==> config.mk <==
export PLATFORM = sky130hd
export DESIGN_NAME = pru_unpack
export DESIGN_NICKNAME = d
export VERILOG_FILES = /design/src/common/pru_pkg.sv /design/src/pru_skid.sv /design/src/pru_unpack.sv
export SDC_FILE = /design/constraint.sdc
export NUM_CORES = 2
export LEC_CHECK = 0
export ABC_AREA = 1
export BUFFER_PORTS_ARGS = -buffer_cell sky130_fd_sc_hd__buf_2
export CAP_MARGIN = 40
export CORE_MARGIN = 5
export CORE_UTILIZATION = 45
export DETAILED_ROUTE_END_ITERATION = 10
export PLACE_DENSITY = 0.7
export SETUP_SLACK_MARGIN = 0.4
export SLEW_MARGIN = 20
export SYNTH_ARGS = -nofsm -noshare
export SYNTH_HDL_FRONTEND = slang
export SYNTH_SLANG_ARGS = --single-unit
==> constraint.sdc <==
create_clock -name clk_in -period 16.5 [get_ports clk_in]
set_clock_uncertainty 0.15 [all_clocks]
set_input_delay 0 -clock clk_in [delete_from_list [all_inputs] [get_ports clk_in]]
set_output_delay 0 -clock clk_in [all_outputs]
set_load 0.01 [all_outputs]
==> src/common/pru_pkg.sv <==
// Constants and types shared by the pixel rectangle unpack engine.
// Assumes a byte of eight bits; element sizes are powers of two bytes.
package pru_pkg;
  // Format codes
  localparam logic [4:0] FMT_COLOR_INDEX = 5'h00;
  localparam logic [4:0] FMT_STENCIL_INDEX = 5'h01;
  localparam logic [4:0] FMT_DEPTH = 5'h02;
  localparam logic [4:0] FMT_DEPTH_STENCIL = 5'h03;
  localparam logic [4:0] FMT_RED = 5'h04;
  localparam logic [4:0] FMT_GREEN = 5'h05;
  localparam logic [4:0] FMT_BLUE = 5'h06;
  localparam logic [4:0] FMT_ALPHA = 5'h07;
  localparam logic [4:0] FMT_RG = 5'h08;
  localparam logic [4:0] FMT_RGB = 5'h09;
  localparam logic [4:0] FMT_RGBA = 5'h0a;
  localparam logic [4:0] FMT_BGR = 5'h0b;
  localparam logic [4:0] FMT_BGRA = 5'h0c;
  localparam logic [4:0] FMT_LUM = 5'h0d;
  localparam logic [4:0] FMT_LUM_ALPHA = 5'h0e;
  localparam logic [4:0] FMT_RED_INT = 5'h0f;
  localparam logic [4:0] FMT_GREEN_INT = 5'h10;
  localparam logic [4:0] FMT_BLUE_INT = 5'h11;
  localparam logic [4:0] FMT_ALPHA_INT = 5'h12;
  localparam logic [4:0] FMT_RG_INT = 5'h13;
  localparam logic [4:0] FMT_RGB_INT = 5'h14;
  localparam logic [4:0] FMT_RGBA_INT = 5'h15;
  localparam logic [4:0] FMT_BGR_INT = 5'h16;
  localparam logic [4:0] FMT_BGRA_INT = 5'h17;
  // Type codes
  localparam logic [4:0] TYP_UBYTE = 5'h00;
  localparam logic [4:0] TYP_ONE_BIT = 5'h01;
  localparam logic [4:0] TYP_BYTE = 5'h02;
  localparam logic [4:0] TYP_USHORT = 5'h03;
  localparam logic [4:0] TYP_SHORT = 5'h04;
  localparam logic [4:0] TYP_UINT = 5'h05;
  localparam logic [4:0] TYP_INT = 5'h06;
  localparam logic [4:0] TYP_HALF = 5'h07;
  localparam logic [4:0] TYP_FLOAT = 5'h08;
  localparam logic [4:0] TYP_UB_332 = 5'h09;
  localparam logic [4:0] TYP_UB_233R = 5'h0a;
  localparam logic [4:0] TYP_US_FIRST = 5'h0b;
  localparam logic [4:0] TYP_US_LAST = 5'h10;
  localparam logic [4:0] TYP_UI_FIRST = 5'h11;
  localparam logic [4:0] TYP_UI_24_8 = 5'h15;
  localparam logic [4:0] TYP_UI_LAST = 5'h17;
  localparam logic [4:0] TYP_FLOAT_PLUS_PACKED_REV = 5'h18;
  // Element kinds
  localparam logic [2:0] KIND_U8 = 3'h0;
  localparam logic [2:0] KIND_S8 = 3'h1;
  localparam logic [2:0] KIND_U16 = 3'h2;
  localparam logic [2:0] KIND_S16 = 3'h3;
  localparam logic [2:0] KIND_U32 = 3'h4;
  localparam logic [2:0] KIND_S32 = 3'h5;
  localparam logic [2:0] KIND_HALF = 3'h6;
  localparam logic [2:0] KIND_FLOAT = 3'h7;
  // Log2 of element bytes
  localparam logic [1:0] LSZ_1 = 2'h0;
  localparam logic [1:0] LSZ_2 = 2'h1;
  localparam logic [1:0] LSZ_4 = 2'h2;
  localparam logic [3:0] FLOAT_PLUS_ALIGN_MASK = 4'h3;
  // Error codes
  localparam logic [1:0] ERR_NONE = 2'h0;
  localparam logic [1:0] ERR_BAD_ENUM = 2'h1;
  localparam logic [1:0] ERR_BAD_OP = 2'h2;
endpackage : pru_pkg

==> src/pru_skid.sv <==
// Two-entry buffer with valid and ready on both sides.
// Assumes one clock; synchronous active-high reset.
`timescale 1ns/100ps
module pru_skid #(
  parameter int W = 32
) (
  input wire logic clk_in, // Clock
  input wire logic rst_in, // Reset
  input wire logic [W-1:0] in_data_in, // Word in
  input wire logic in_valid_in, // Word in valid
  output logic in_ready_out, // Room for a word
  output logic [W-1:0] out_data_out, // Head word
  output logic out_valid_out, // Head valid
  input wire logic out_ready_in // Receiver takes head
);
  logic [W-1:0] mem_q [2];
  logic [W-1:0] mem_d [2];
  logic rd_q, rd_d, wr_q, wr_d;
  logic [1:0] cnt_q, cnt_d;
  logic push, pop;
  always_comb begin
    push = in_valid_in && (cnt_q != 2'h2);
    pop = out_valid_out && out_ready_in;
    mem_d = mem_q;
    if (push) begin
      mem_d[wr_q] = in_data_in;
    end
    wr_d = push ? ~wr_q : wr_q;
    rd_d = pop ? ~rd_q : rd_q;
    cnt_d = cnt_q + {1'b0, push} - {1'b0, pop};
  end
  always_ff @(posedge clk_in) begin
    mem_q <= mem_d;
    if (rst_in) begin
      rd_q <= 1'b0;
      wr_q <= 1'b0;
      cnt_q <= 2'h0;
    end else begin
      rd_q <= rd_d;
      wr_q <= wr_d;
      cnt_q <= cnt_d;
    end
  end
  assign in_ready_out = (cnt_q != 2'h2);
  assign out_valid_out = (cnt_q != 2'h0);
  assign out_data_out = mem_q[rd_q];
endmodule : pru_skid

==> src/pru_unpack.sv <==
// Pixel rectangle unpack engine: checks, address walk, swap and grouping.
// Assumes memory answers reads in order with a valid strobe; one clock.
//
// What this block does
// - One-bit type needs an index format.
// - Depth-stencil needs one of two packed types.
// - Integer formats refuse the float type.
// - Bound buffer: offset; else client pointer.
// - Bound buffer: fetch past size is error.
// - Bound buffer: offset aligned to element size.
// - Gather one to four elements per group.
// - Decode type into element kind.
// - Swap bytes of 16 and 32 bit elements.
// - Swap leaves 8 bit elements unchanged.
// - Row length zero or less means width.
// - Row N starts at base plus N strides.
// - Stride padded up to alignment when smaller.
// - Elements at least as wide as alignment ignore it.
// - Skip pixels and rows before first group.
// - Height rows of width contiguous groups.
// - Only index formats yield indices.
// - Integer formats yield integer components.
// - No swap keeps native byte order.
`timescale 1ns/100ps
module pru_unpack #(
  parameter int AW = 32
) (
  input wire logic clk_in, // Clock, 125 MHz
  input wire logic rst_in, // Synchronous reset
  input wire logic start_in, // Command pulse
  input wire logic [4:0] format_in, // Format code
  input wire logic [4:0] type_in, // Type code
  input wire logic [15:0] width_in, // Groups per row
  input wire logic [15:0] height_in, // Rows
  input wire logic [AW-1:0] data_arg_in, // Offset or pointer
  input wire logic buf_bound_in, // Unpack buffer bound
  input wire logic [AW-1:0] buf_base_in, // Buffer byte base
  input wire logic [AW-1:0] buf_size_in, // Buffer byte size
  input wire logic signed [16:0] row_length_in, // Row length setting
  input wire logic [15:0] skip_pixels_in, // Skip pixels
  input wire logic [15:0] skip_rows_in, // Skip rows
  input wire logic [3:0] row_byte_alignment_in, // 1, 2, 4 or 8
  input wire logic swap_bytes_in, // Swap enable
  output logic busy_out, // Command running
  output logic done_out, // End pulse
  output logic [1:0] error_out, // Error of last command
  output logic rd_req_out, // Element read request
  output logic [AW-1:0] rd_addr_out, // Byte address
  output logic [1:0] rd_lsize_out, // Log2 bytes
  input wire logic rd_ready_in, // Memory takes request
  input wire logic rd_valid_in, // Element returned
  input wire logic [31:0] rd_data_in, // Element, low aligned
  output logic grp_valid_out, // Group valid
  input wire logic grp_ready_in, // Receiver ready
  output logic [127:0] grp_data_out, // Elements, first lowest
  output logic [2:0] grp_count_out, // Elements in group
  output logic [2:0] grp_kind_out, // Element kind
  output logic grp_index_out, // Values are indices
  output logic grp_integer_out // Components are integers
);
  typedef enum logic [3:0] {
    ST_IDLE = 4'b0001, ST_CHECK = 4'b0010, ST_FETCH = 4'b0100, ST_DRAIN = 4'b1000
  } pru_state_t;

  function automatic logic [2:0] pru_elems(input logic [4:0] f);
    unique case (f)
      pru_pkg::FMT_DEPTH_STENCIL, pru_pkg::FMT_RG, pru_pkg::FMT_LUM_ALPHA, pru_pkg::FMT_RG_INT: pru_elems = 3'h2;
      pru_pkg::FMT_RGB, pru_pkg::FMT_BGR, pru_pkg::FMT_RGB_INT, pru_pkg::FMT_BGR_INT: pru_elems = 3'h3;
      pru_pkg::FMT_RGBA, pru_pkg::FMT_BGRA, pru_pkg::FMT_RGBA_INT, pru_pkg::FMT_BGRA_INT: pru_elems = 3'h4;
      default: pru_elems = 3'h1;
    endcase
  endfunction : pru_elems

  function automatic logic pru_int_fmt(input logic [4:0] f);
    pru_int_fmt = (f >= pru_pkg::FMT_RED_INT) && (f <= pru_pkg::FMT_BGRA_INT);
  endfunction : pru_int_fmt

  function automatic logic [2:0] pru_kind(input logic [4:0] t);
    if (t == pru_pkg::TYP_BYTE) pru_kind = pru_pkg::KIND_S8;
    else if (t == pru_pkg::TYP_USHORT) pru_kind = pru_pkg::KIND_U16;
    else if (t == pru_pkg::TYP_SHORT) pru_kind = pru_pkg::KIND_S16;
    else if (t == pru_pkg::TYP_UINT) pru_kind = pru_pkg::KIND_U32;
    else if (t == pru_pkg::TYP_INT) pru_kind = pru_pkg::KIND_S32;
    else if (t == pru_pkg::TYP_HALF) pru_kind = pru_pkg::KIND_HALF;
    else if (t == pru_pkg::TYP_FLOAT) pru_kind = pru_pkg::KIND_FLOAT;
    else if (t >= pru_pkg::TYP_US_FIRST && t <= pru_pkg::TYP_US_LAST) pru_kind = pru_pkg::KIND_U16;
    else if (t >= pru_pkg::TYP_UI_FIRST) pru_kind = pru_pkg::KIND_U32;
    else pru_kind = pru_pkg::KIND_U8;
  endfunction : pru_kind

  function automatic logic [1:0] pru_lsize(input logic [2:0] k);
    unique case (k)
      pru_pkg::KIND_U8, pru_pkg::KIND_S8: pru_lsize = pru_pkg::LSZ_1;
      pru_pkg::KIND_U16, pru_pkg::KIND_S16, pru_pkg::KIND_HALF: pru_lsize = pru_pkg::LSZ_2;
      default: pru_lsize = pru_pkg::LSZ_4;
    endcase
  endfunction : pru_lsize

  function automatic logic [31:0] pru_swap(input logic [31:0] v, input logic [1:0] ls, input logic en);
    if (!en || ls == pru_pkg::LSZ_1) pru_swap = v;
    else if (ls == pru_pkg::LSZ_2) pru_swap = {16'h0000, v[7:0], v[15:8]};
    else pru_swap = {v[7:0], v[15:8], v[23:16], v[31:24]};
  endfunction : pru_swap

  pru_state_t st_q, st_d;
  logic [4:0] fmt_q, fmt_d, typ_q, typ_d;
  logic [2:0] n_q, n_d, kind_q, kind_d;
  logic [1:0] ls_q, ls_d, err_q, err_d;
  logic swap_q, swap_d, bound_q, bound_d, done_q, done_d;
  logic [AW-1:0] row_q, row_d, ptr_q, ptr_d, stride_q, stride_d, base_q, base_d, lim_q, lim_d;
  logic [AW-1:0] arg_q, arg_d;
  logic [15:0] w_q, w_d, h_q, h_d, gcol_q, gcol_d, grow_q, grow_d;
  logic [2:0] ecnt_q, ecnt_d, acnt_q, acnt_d;
  logic [15:0] sp_q, sp_d, sr_q, sr_d;
  logic [AW-1:0] l_q, l_d;
  logic [3:0] al_q, al_d;
  logic [31:0] outstanding_q, outstanding_d;
  logic [127:0] asm_q, asm_d;
  logic push_valid, push_ready;
  logic [135:0] push_word, pop_word;
  logic [AW-1:0] row_elems, pad_bytes, first_ptr, last_byte;
  logic [AW-1:0] amask;

  always_comb begin
    st_d = st_q; fmt_d = fmt_q; typ_d = typ_q; n_d = n_q; kind_d = kind_q; ls_d = ls_q;
    err_d = err_q; swap_d = swap_q; bound_d = bound_q; done_d = 1'b0;
    row_d = row_q; ptr_d = ptr_q; stride_d = stride_q; base_d = base_q; lim_d = lim_q; arg_d = arg_q;
    w_d = w_q; h_d = h_q; gcol_d = gcol_q; grow_d = grow_q; ecnt_d = ecnt_q;
    sp_d = sp_q; sr_d = sr_q; l_d = l_q; al_d = al_q;
    // Stride in bytes: row bytes, padded to alignment only when elements are narrower
    row_elems = l_q * AW'(n_q);
    pad_bytes = row_elems << ls_q;
    amask = AW'(al_q) - AW'(1);
    if ((AW'(1) << ls_q) < AW'(al_q)) begin
      pad_bytes = (pad_bytes + amask) & ~amask;
    end
    first_ptr = arg_q + ((AW'(sp_q) * AW'(n_q)) << ls_q) + AW'(sr_q) * pad_bytes;
    last_byte = first_ptr + AW'(h_q - 16'h1) * pad_bytes + ((AW'(w_q) * AW'(n_q)) << ls_q) - AW'(1);
    unique case (st_q)
      ST_IDLE: begin
        if (start_in) begin
          fmt_d = format_in; typ_d = type_in; w_d = width_in; h_d = height_in;
          arg_d = data_arg_in; bound_d = buf_bound_in; swap_d = swap_bytes_in;
          sp_d = skip_pixels_in; sr_d = skip_rows_in; al_d = row_byte_alignment_in;
          l_d = (row_length_in <= 17'sh0) ? AW'(width_in) : AW'(row_length_in[15:0]);
          n_d = pru_elems(format_in);
          kind_d = pru_kind(type_in);
          ls_d = pru_lsize(pru_kind(type_in));
          base_d = buf_bound_in ? buf_base_in : '0;
          lim_d = buf_size_in;
          err_d = pru_pkg::ERR_NONE;
          st_d = ST_CHECK;
        end
      end
      ST_CHECK: begin
        stride_d = pad_bytes;
        row_d = first_ptr; ptr_d = first_ptr; gcol_d = 16'h0; grow_d = 16'h0; ecnt_d = 3'h0;
        st_d = ST_FETCH;
        if (typ_q == pru_pkg::TYP_ONE_BIT && fmt_q != pru_pkg::FMT_COLOR_INDEX
            && fmt_q != pru_pkg::FMT_STENCIL_INDEX) begin
          err_d = pru_pkg::ERR_BAD_ENUM;
        end else if (fmt_q == pru_pkg::FMT_DEPTH_STENCIL && typ_q != pru_pkg::TYP_UI_24_8
                     && typ_q != pru_pkg::TYP_FLOAT_PLUS_PACKED_REV) begin
          err_d = pru_pkg::ERR_BAD_ENUM;
        end else if (pru_int_fmt(fmt_q) && typ_q == pru_pkg::TYP_FLOAT) begin
          err_d = pru_pkg::ERR_BAD_ENUM;
        end else if (bound_q && ((typ_q == pru_pkg::TYP_FLOAT_PLUS_PACKED_REV)
                     ? ((arg_q & AW'(pru_pkg::FLOAT_PLUS_ALIGN_MASK)) != '0)
                     : ((arg_q & ((AW'(1) << ls_q) - AW'(1))) != '0))) begin
          err_d = pru_pkg::ERR_BAD_OP;
        end else if (bound_q && w_q != 16'h0 && h_q != 16'h0 && last_byte >= lim_q) begin
          err_d = pru_pkg::ERR_BAD_OP;
        end
        if (err_d != pru_pkg::ERR_NONE || w_q == 16'h0 || h_q == 16'h0) begin
          st_d = ST_IDLE;
          done_d = 1'b1;
        end
      end
      ST_FETCH: begin
        if (rd_req_out && rd_ready_in) begin
          ptr_d = ptr_q + (AW'(1) << ls_q);
          if (ecnt_q == n_q - 3'h1) begin
            ecnt_d = 3'h0;
            if (gcol_q == w_q - 16'h1) begin
              gcol_d = 16'h0;
              grow_d = grow_q + 16'h1;
              row_d = row_q + stride_q;
              ptr_d = row_q + stride_q;
            end else begin
              gcol_d = gcol_q + 16'h1;
            end
          end else begin
            ecnt_d = ecnt_q + 3'h1;
          end
        end
        if (grow_q == h_q) begin
          st_d = ST_DRAIN;
        end
      end
      ST_DRAIN: begin
        if (outstanding_q == 32'h0 && acnt_q == 3'h0) begin
          st_d = ST_IDLE;
          done_d = 1'b1;
        end
      end
      default: st_d = ST_IDLE;
    endcase
  end

  // Assembly: one group in flight at most, so the buffer never overflows
  always_comb begin
    asm_d = asm_q; acnt_d = acnt_q; outstanding_d = outstanding_q;
    push_valid = 1'b0;
    if (rd_req_out && rd_ready_in) outstanding_d = outstanding_d + 32'h1;
    if (rd_valid_in) begin
      outstanding_d = outstanding_d - 32'h1;
      asm_d[acnt_q*32 +: 32] = pru_swap(rd_data_in, ls_q, swap_q);
      acnt_d = acnt_q + 3'h1;
    end
    if (acnt_q == n_q && n_q != 3'h0) begin
      push_valid = 1'b1;
      if (push_ready) begin
        acnt_d = 3'h0;
        asm_d = '0;
      end
    end
  end

  always_ff @(posedge clk_in) begin
    if (rst_in) begin
      st_q <= ST_IDLE; fmt_q <= '0; typ_q <= '0; n_q <= 3'h1; kind_q <= '0; ls_q <= '0;
      err_q <= pru_pkg::ERR_NONE; swap_q <= 1'b0; bound_q <= 1'b0; done_q <= 1'b0;
      row_q <= '0; ptr_q <= '0; stride_q <= '0; base_q <= '0; lim_q <= '0; arg_q <= '0;
      w_q <= '0; h_q <= '0; gcol_q <= '0; grow_q <= '0; ecnt_q <= '0;
      sp_q <= '0; sr_q <= '0; l_q <= '0; al_q <= 4'h1;
      asm_q <= '0; acnt_q <= '0; outstanding_q <= '0;
    end else begin
      st_q <= st_d; fmt_q <= fmt_d; typ_q <= typ_d; n_q <= n_d; kind_q <= kind_d; ls_q <= ls_d;
      err_q <= err_d; swap_q <= swap_d; bound_q <= bound_d; done_q <= done_d;
      row_q <= row_d; ptr_q <= ptr_d; stride_q <= stride_d; base_q <= base_d; lim_q <= lim_d;
      arg_q <= arg_d; w_q <= w_d; h_q <= h_d; gcol_q <= gcol_d; grow_q <= grow_d; ecnt_q <= ecnt_d;
      sp_q <= sp_d; sr_q <= sr_d; l_q <= l_d; al_q <= al_d;
      asm_q <= asm_d; acnt_q <= acnt_d; outstanding_q <= outstanding_d;
    end
  end

  // Requests issue for one group, then wait until it is assembled
  logic req_hold_q;
  logic req_hold_d;
  always_comb begin
    req_hold_d = req_hold_q;
    if (rd_req_out && rd_ready_in && ecnt_q == n_q - 3'h1) req_hold_d = 1'b1;
    if (acnt_q == 3'h0 && outstanding_q == 32'h0 && !(rd_req_out && rd_ready_in)) req_hold_d = 1'b0;
  end
  always_ff @(posedge clk_in) begin
    if (rst_in) req_hold_q <= 1'b0;
    else req_hold_q <= req_hold_d;
  end
  assign rd_req_out = (st_q == ST_FETCH) && (grow_q != h_q) && !req_hold_q && push_ready;
  assign rd_addr_out = base_q + ptr_q;
  assign rd_lsize_out = ls_q;

  // Integer tag travels with the group, so a new command cannot retag a buffered one
  assign push_word = {pru_int_fmt(fmt_q), kind_q, n_q,
                      (fmt_q == pru_pkg::FMT_COLOR_INDEX || fmt_q == pru_pkg::FMT_STENCIL_INDEX), asm_q};
  pru_skid #(.W(136)) u_skid (
    .clk_in(clk_in),
    .rst_in(rst_in),
    .in_data_in(push_word),
    .in_valid_in(push_valid),
    .in_ready_out(push_ready),
    .out_data_out(pop_word),
    .out_valid_out(grp_valid_out),
    .out_ready_in(grp_ready_in)
  );
  assign grp_data_out = pop_word[127:0];
  assign grp_index_out = pop_word[128];
  assign grp_count_out = pop_word[131:129];
  assign grp_kind_out = pop_word[134:132];
  assign grp_integer_out = !pop_word[128] && pop_word[135];
  assign busy_out = (st_q != ST_IDLE);
  assign done_out = done_q;
  assign error_out = err_q;

  a_no_fetch_on_err: assert property (@(posedge clk_in) disable iff (rst_in)
    (st_q == ST_CHECK && err_d != pru_pkg::ERR_NONE) |=> !rd_req_out [*2]) else $error("fetch after failed check");
  a_enum_onebit: assert property (@(posedge clk_in) disable iff (rst_in)
    (st_q == ST_CHECK && typ_q == pru_pkg::TYP_ONE_BIT && fmt_q > pru_pkg::FMT_STENCIL_INDEX)
    |=> error_out == pru_pkg::ERR_BAD_ENUM && done_out) else $error("one-bit type check missed");
  a_enum_depst: assert property (@(posedge clk_in) disable iff (rst_in)
    (st_q == ST_CHECK && fmt_q == pru_pkg::FMT_DEPTH_STENCIL && typ_q == pru_pkg::TYP_UBYTE)
    |=> error_out == pru_pkg::ERR_BAD_ENUM) else $error("depth-stencil type check missed");
  a_enum_intflt: assert property (@(posedge clk_in) disable iff (rst_in)
    (st_q == ST_CHECK && pru_int_fmt(fmt_q) && typ_q == pru_pkg::TYP_FLOAT)
    |=> error_out == pru_pkg::ERR_BAD_ENUM) else $error("integer float check missed");
  a_align_off: assert property (@(posedge clk_in) disable iff (rst_in)
    (st_q == ST_CHECK && bound_q && ls_q != pru_pkg::LSZ_1 && arg_q[0] && err_d != pru_pkg::ERR_BAD_ENUM)
    |=> error_out == pru_pkg::ERR_BAD_OP) else $error("offset alignment check missed");
  a_bound_size: assert property (@(posedge clk_in) disable iff (rst_in)
    rd_req_out && bound_q |-> ptr_q < lim_q) else $error("fetch beyond buffer");
  a_row_step: assert property (@(posedge clk_in) disable iff (rst_in)
    (rd_req_out && rd_ready_in && ecnt_q == n_q - 3'h1 && gcol_q == w_q - 16'h1)
    |=> ptr_q == $past(row_q) + stride_q) else $error("row stride step wrong");
  a_swap_16: assert property (@(posedge clk_in) disable iff (rst_in)
    (rd_valid_in && swap_q && ls_q == pru_pkg::LSZ_2 && acnt_q == 3'h0)
    |=> asm_q[15:0] == {$past(rd_data_in[7:0]), $past(rd_data_in[15:8])}) else $error("16-bit swap wrong");
endmodule : pru_unpack

Yosys cells after proc, flatten, opt, wreduce, memory -nomap -nowiden
Memory sizes are Yosys's and may differ from the RTL's. A register that Yosys moved wholly into a read port is not among the register bits.
Index checks and enable logic that the tools add are counted.
{ "word_totals": {"rom_bits": 96, "memories": 1, "input_bits": 231, "ff_bits": 791} }
{ "op_classes": {"n_eq_ne": 37, "muxes": 70, "n_lt_le_gt_ge": 11, "bitwise_logic": 7, "addsub": 23, "n_reduce_logical": 57, "multipliers": 5, "shift": 6} }
{ "memory_table": {"columns": ["memory", "words", "word_bits", "rd", "rd_clocked_by_memory_dff", "wr", "line", "rtl"], "rows": [
  ["(no name shown)", 32, 3, 1, 1, 0, "pru_unpack.sv:66", "unique case (f)"]
]} }
{ "ops": {"columns": ["cell", "n"], "rows": [
  ["$mux 136", 4],
  ["$mux 32", 13],
  ["$mux 128", 3],
  ["$bwmux 272", 1],
  ["$add 32x32->32", 8],
  ["$demux 136 s1", 1],
  ["$bwmux 128", 1],
  ["$pmux 32 s2", 2],
  ["$shift 32x34->128 const A", 1],
  ["$shiftx 32x34->128", 1],
  ["$mux 16", 7],
  ["$sub 32x1->32 const B", 3],
  ["$and 32x32->32", 2],
  ["$pmux 16 s2", 2],
  ["$reduce_bool 32->1", 2],
  ["$shl 19x2->32", 2],
  ["$mux 3", 17],
  ["$mul 16x3->19", 2],
  ["$neg 8->34", 1],
  ["$add 16x1->16 const B", 2],
  ["$add 32x1->32 const B", 1],
  ["$eq 16x16->1", 2],
  ["$ge 32x32->1", 1],
  ["$logic_not 16->1", 2],
  ["64 further kinds", 135]
]} }

Depth between registers and ports, before layout
{ "logic_depth": {"depth_word": 23, "ltp_mapped": 89, "ltp_nobuf": 86} }

By module
From an unflattened synthesis, not the netlist that was laid out.
{ "unflattened": {"cells_unflattened": 8772, "hier_area_um2": 70421.3} }
{ "by_module_without_submodules": {"columns": ["mod", "cells_per_inst", "n_inst", "seq_area_each_um2", "area_each_um2"], "rows": [
  ["pru_unpack", 8313, 1, 10049.6, 60335.4],
  ["pru_skid", 459, 1, 8247.9, 10085.9]
]} }

Worst setup path after synthesis
No wires, ideal clock.
{ "synth_timing": {"path_kind": "register to register", "from": "register n_q[0]", "to": "register st_q[0]", "path_stages_with_launch": 78, "arrival_time_ps": 14956, "setup_time_ps": 126, "synth_period_minus_slack_ps": 15232, "required_time_ps": 16224, "slack_ps": 1268, "n_path_buf": 4, "path_cell_list": "dfxtp_1 -> buf_2 -> clkbuf_1 -> buf_1 -> nand2_1 -> fa_1 -> inv_1 -> ha_1 -> or2_1 -> nand3_1 -> nand2_1 -> xor2_1 -> nand2_1 -> o21ai_0 -> nand2_1 -> nand2_1 -> ha_1 -> nand2_1 -> [... 42 more ...] -> a21boi_1 -> o21ai_0 -> a21oi_1 -> o21ai_1 -> xor2_1 -> inv_1 -> ha_1 -> nand4_1 -> o221a_2 -> nand2_1 -> nand3_1 -> nand3_1 -> and2_1 -> nand3_1 -> nand2_1 -> nand2_1 -> a21oi_1 -> nand2_1"} }
{ "synth_between": {"elab_chain_cells": 23, "word_cells_on_any_way": 29, "cone_classes": "6 x add/sub; 5 x mul; 1 x order compare; 3 x shift; 9 x mux; 1 x bitwise; 4 x reduce/logical"} }
{ "synth_lines": {"columns": ["item", "line", "rtl"], "rows": [
  ["from (decl)", "pru_unpack.sv:107", "logic [2:0] n_q, n_d, kind_q, kind_d;"],
  ["$mul 32x3->32", "pru_unpack.sv:131", "row_elems = l_q * AW'(n_q);"],
  ["$shl 32x2->32", "pru_unpack.sv:132", "pad_bytes = row_elems << ls_q;"],
  ["$add 32x32->32", "pru_unpack.sv:135", "pad_bytes = (pad_bytes + amask) & ~amask;"],
  ["$and 32x32->32", "pru_unpack.sv:135", null],
  ["$mux 32", "pru_unpack.sv:134", "if ((AW'(1) << ls_q) < AW'(al_q)) begin"],
  ["$mul 16x32->32", "pru_unpack.sv:137", "first_ptr = arg_q + ((AW'(sp_q) * AW'(n_q)) << ls_q) + AW'(sr_q) * pad_bytes;"],
  ["$add 32x32->32", "pru_unpack.sv:137", null],
  ["$add 32x32->32", "pru_unpack.sv:138", "last_byte = first_ptr + AW'(h_q - 16'h1) * pad_bytes + ((AW'(w_q) * AW'(n_q)) << ls_q) - AW'(1);"],
  ["[... 6 more ...]", null, null],
  ["$mux 2 (*)", "pru_unpack.sv:165", "end else if (pru_int_fmt(fmt_q) && typ_q == pru_pkg::TYP_FLOAT) begin"],
  ["$mux 2 (*)", "pru_unpack.sv:162", "end else if (fmt_q == pru_pkg::FMT_DEPTH_STENCIL && typ_q != pru_pkg::TYP_UI_24_8"],
  ["$mux 2 (*)", "pru_unpack.sv:159", "if (typ_q == pru_pkg::TYP_ONE_BIT && fmt_q != pru_pkg::FMT_COLOR_INDEX"],
  ["$mux 2 (*)", "pru_unpack.sv:139", "unique case (st_q)"],
  ["$reduce_bool 2->1 (*)", "pru_unpack.sv:174", "if (err_d != pru_pkg::ERR_NONE || w_q == 16'h0 || h_q == 16'h0) begin"],
  ["$logic_or 1x1->1 (*) (2 in a row)", "pru_unpack.sv:174", null],
  ["$mux 3 (*)", "pru_unpack.sv:174", null],
  ["$pmux 4 s4 (*)", "pru_unpack.sv:139", null],
  ["to (signal assigned)", "pru_unpack.sv:238", "st_q <= st_d; fmt_q <= fmt_d; typ_q <= typ_d; n_q <= n_d; kind_q <= kind_d; ls_q <= ls_d;"],
  ["to (decl)", "pru_unpack.sv:105", "pru_state_t st_q, st_d;"]
]} }
Mark *: on every way between the ends. The rest lies on a longest branch, timed or not. The select of a mux whose other input is x is not followed.
A chain may end at the register's enable or synchronous reset.

Worst setup path in the final report
Same ends and word-level chain as after synthesis.

==> impl_metrics.csv <==
group,metric,value,unit
min_path,min_to,"lim_q[25]",
drt,antenna_left,0,
min_path,hold_class,"primary input to register",
yosys,ys_async_sr_fraction,0,%
drt,vias,64600,
drt,drtPass1Iterations,8,
critical_path,slowest_delay,0.57,ns
clocking,cts_tree,"done",
sta,report.final.slew_viol_count,0,
floorplanning,initial_core_util,45.1,%
critical_path,reg2reg_depth,79,
drt,drcViolationCount,0,
global_route,antenna_found_initial,19,
sta,finalCriticalPeriod,15.38,ns
min_path,min_from,"buf_size_in[25]",
finish,syn_to_final_growth,20.0,%
global_route,grt_pass1_vias,64600,
sta,finalCritPeriodShare,93.2,%
finish,finalNetCount,11200,
drt,via_per_inst,5.40,
yosys,synth_cell_types,67,
yosys,synth_common_cells,"2166 x nand2_1, 1548 x inv_1, 788 x fa_1",
floorplanning,die_x,405,um
drt,wl,244,mm
placed_design,port_buffers,406,
finish,largestRegisters,"u_skid.mem_q (272), asm_q (128)",
critical_path,worst_setup_path_start_kind,"register",
floorplanning,die_y,405,um
clocking,cts_htree_levels,3,
yosys,synth_flop_cell,"dfxtp_1",
yosys,synth.area.top_cells,"fa_1 22%, dfxtp_1 14%, edfxtp_1 12%",
clocking,cts.clk_slew.worst_paths,0.06,ns
yosys,yosysTopAreaCellShare,22.5,%
yosys,yosysSeqAreaShare,26.1,%
global_route,grtUsageTotal,29.3,%
finish,layout-drive-gt1-share,10.8,%
yosys,netlist_area,0.0702,mm2
min_path,min_delay_path_depth,4,
drt,drt_iter0_drc,5969,
finish,finish.instance_area,0.0842,mm2
critical_path,worst-endpoint-arrival,15.86,ns
global_route,grt_pass1_wl,373,mm
critical_path,timing.rr.end,"st_q[0]",
yosys,synth_seq_cells,778,
critical_path,path_common_cell,"nand2_1",
placed_design,placed_area,0.0750,mm2
yosys,yosys_warnings,0,
sta,fmax,65.0,MHz
clocking,clock_latency,0.75,ns
critical_path,endpoint_kind,"register",
global_route,grt_max_degree,121,
global_route,grt_overflow_total,0,
yosys,synth_edf_count,272,
floorplanning,coreArea,0.156,mm2
drt,wire_per_inst,20.4,um
placed_design,gp_routability_congestion,0.989,
clocking,clock-root-buffer,"clkbuf_16",
floorplanning,rows,145,
critical_path,crit_fanout,16,
floorplanning,die_area,0.164,mm2
clocking,clockBufferDepth,3,
critical_path,worstSetupPathType,"register to register",
sta,hold_viol,0,
critical_path,cp_num_buf_inv,14,
yosys,avgSynthCellArea,7.81,um2
clocking,clock_sinks,778,
critical_path,rr_startpoint,"n_q[0]",
finish,fillers,14200,
sta,setup_viol,0,
floorplanning,pin_count,407,
yosys,synth_cells,8993,
critical_path,cp_slowest_cell,"fa_1",
critical_path,rrSetupSlack,1.12,ns
critical_path,path_delay_family,"adder cells",
clocking,cts_made_buffers,89,
yosys,synth_top_area_cell,"fa_1",
placed_design,hpwlAfterDp,185,mm
flow_run,maxCapViolCount,0,
sta,max_slew.worst_pin.slew,0.953,ns
critical_path,required,16.99,ns
finish,top_register,"u_skid.mem_q",
sta,rsz0062_at_grt,"no",
sta,relSlewSlack,35.8,%
finish,largest_register_ffs,272,
status,status,"finished, final reports clean",
yosys,yosysMostFrequentCell,"nand2_1",
-- routing by layer --
metal	GRT usage [%]	share of wire, %	up-vias	routed length, um
met1	36.8	39	31200	94500
met2	48.6	46	3000	112000
met3	6.38	9.7	628	23700
li1	-	-	29700	-
met4	13.5	5.6	12	13600
met5	0	0.035	-	86
-- worst reg2reg max path: cells and delay by family (launching register included) --
family,cells,cell delay [ns]
xor gates and xnor gates,2,0.41
DFF,1,0.34
adders and majority gates,17,7.50
AOI/OAI and AO/OA,7,1.04
buffers and inverters,14,1.12
and+or+nand+nor,39,4.73
-- cell type report --
type                    instances  area [um2]  area share, %
diodes                         16        40.0         0.0475
clock buffers                 117        2440           2.90
clock inverters                46         632          0.750
inverters                    1582        5980           7.10
multi-input cells            6289       45700           54.2
flip-flops and latches        778       18300           21.7
well taps                    2058        2570           3.06
repair buffers               1067        8570           10.2
-- logic make-up (layout without fill, tap and decap cells) --
| kind of cell | after synthesis | after routing | synth area share, % |
|---|---|---|---|
| xor gates and xnor gates | 289 | 289 | 3.64 |
| AOI/OAI and AO/OA | 1402 | 1402 | 10.8 |
| other | 2 | 56 | 0.0107 |
| buffers and inverters | 1964 | 2812 | 10.6 |
| muxes | 5 | 5 | 0.0713 |
| DFF | 778 | 778 | 26.1 |
| adders and majority gates | 1164 | 1164 | 29.2 |
| and+or+nand+nor | 3389 | 3389 | 19.6 |
-- stage by stage --
step	setup WS, ns	hold slack (ns)	utilization [%]	setup TNS [ns]	std cells
finish	1.12	0.0360	54.1	0	12000
global route	0.241	0.0329	54.1	0	11900
global placement	-0.0618	0.105	48.0	-0.0618	11300
CTS	0.402	0.00286	53.1	0	11900
detailed placement	-0.00933	0.107	48.2	-0.00933	11300
floorplan	1.27	-0.0196	-	0	9031
-- worst max-delay path by stage --
stage | start | slack, ns | depth (start not counted) | end
6_report | n_q[0] | 1.12 | 79 | st_q[0]
4_1_cts | n_q[1] | 0.40 | 78 | st_q[0]
3_5_place_dp | n_q[1] | -0.009 | 80 | st_q[0]
5_1_grt | n_q[0] | 0.24 | 82 | st_q[0]
2_1_floorplan | n_q[0] | 1.27 | 77 | st_q[0]
3_3_place_gp | n_q[0] | -0.06 | 80 | st_q[0]
-- timing repair --
| action | 4_1_cts | 5_1_grt |
|---|---|---|
| hold buffers | 442 | 0 |
| resized for setup | 13 | 255 |
| endpoints found under the hold margin | 373 | 0 |
| gates cloned | 0 | 2 |
| endpoints found under the setup margin | 5 | 5 |
| pin swaps | 1 | 55 |
| buffers inserted | 0 | 43 |
-- cell usage in the layout (no fill, tap or decap), types with 28 or more instances in the layout --
| cell | n |
|---|---|
| xnor2_1 | 90 |
| nor3_1 | 85 |
| nor2_2 | 29 |
| ha_1 | 337 |
| o21a_1 | 31 |
| conb_1 | 40 |
| nor2_1 | 635 |
| inv_1 | 1534 |
| o211ai_1 | 34 |
| buf_4 | 172 |
| o21ai_0 | 519 |
| a31oi_1 | 63 |
| or2_2 | 28 |
| nand2_2 | 32 |
| xor2_1 | 184 |
| dlygate4sd3_1 | 442 |
| nand3_1 | 291 |
| a21oi_1 | 561 |
| o21ai_1 | 46 |
| fa_1 | 786 |
| nand4_1 | 59 |
| edfxtp_1 | 272 |
| dfxtp_1 | 500 |
| nand2_1 | 2133 |
| buf_2 | 409 |
| clkbuf_16 | 92 |
Power is not shown: default switching activity piles up to over one toggle a cycle in this logic, so the estimate is an artifact.
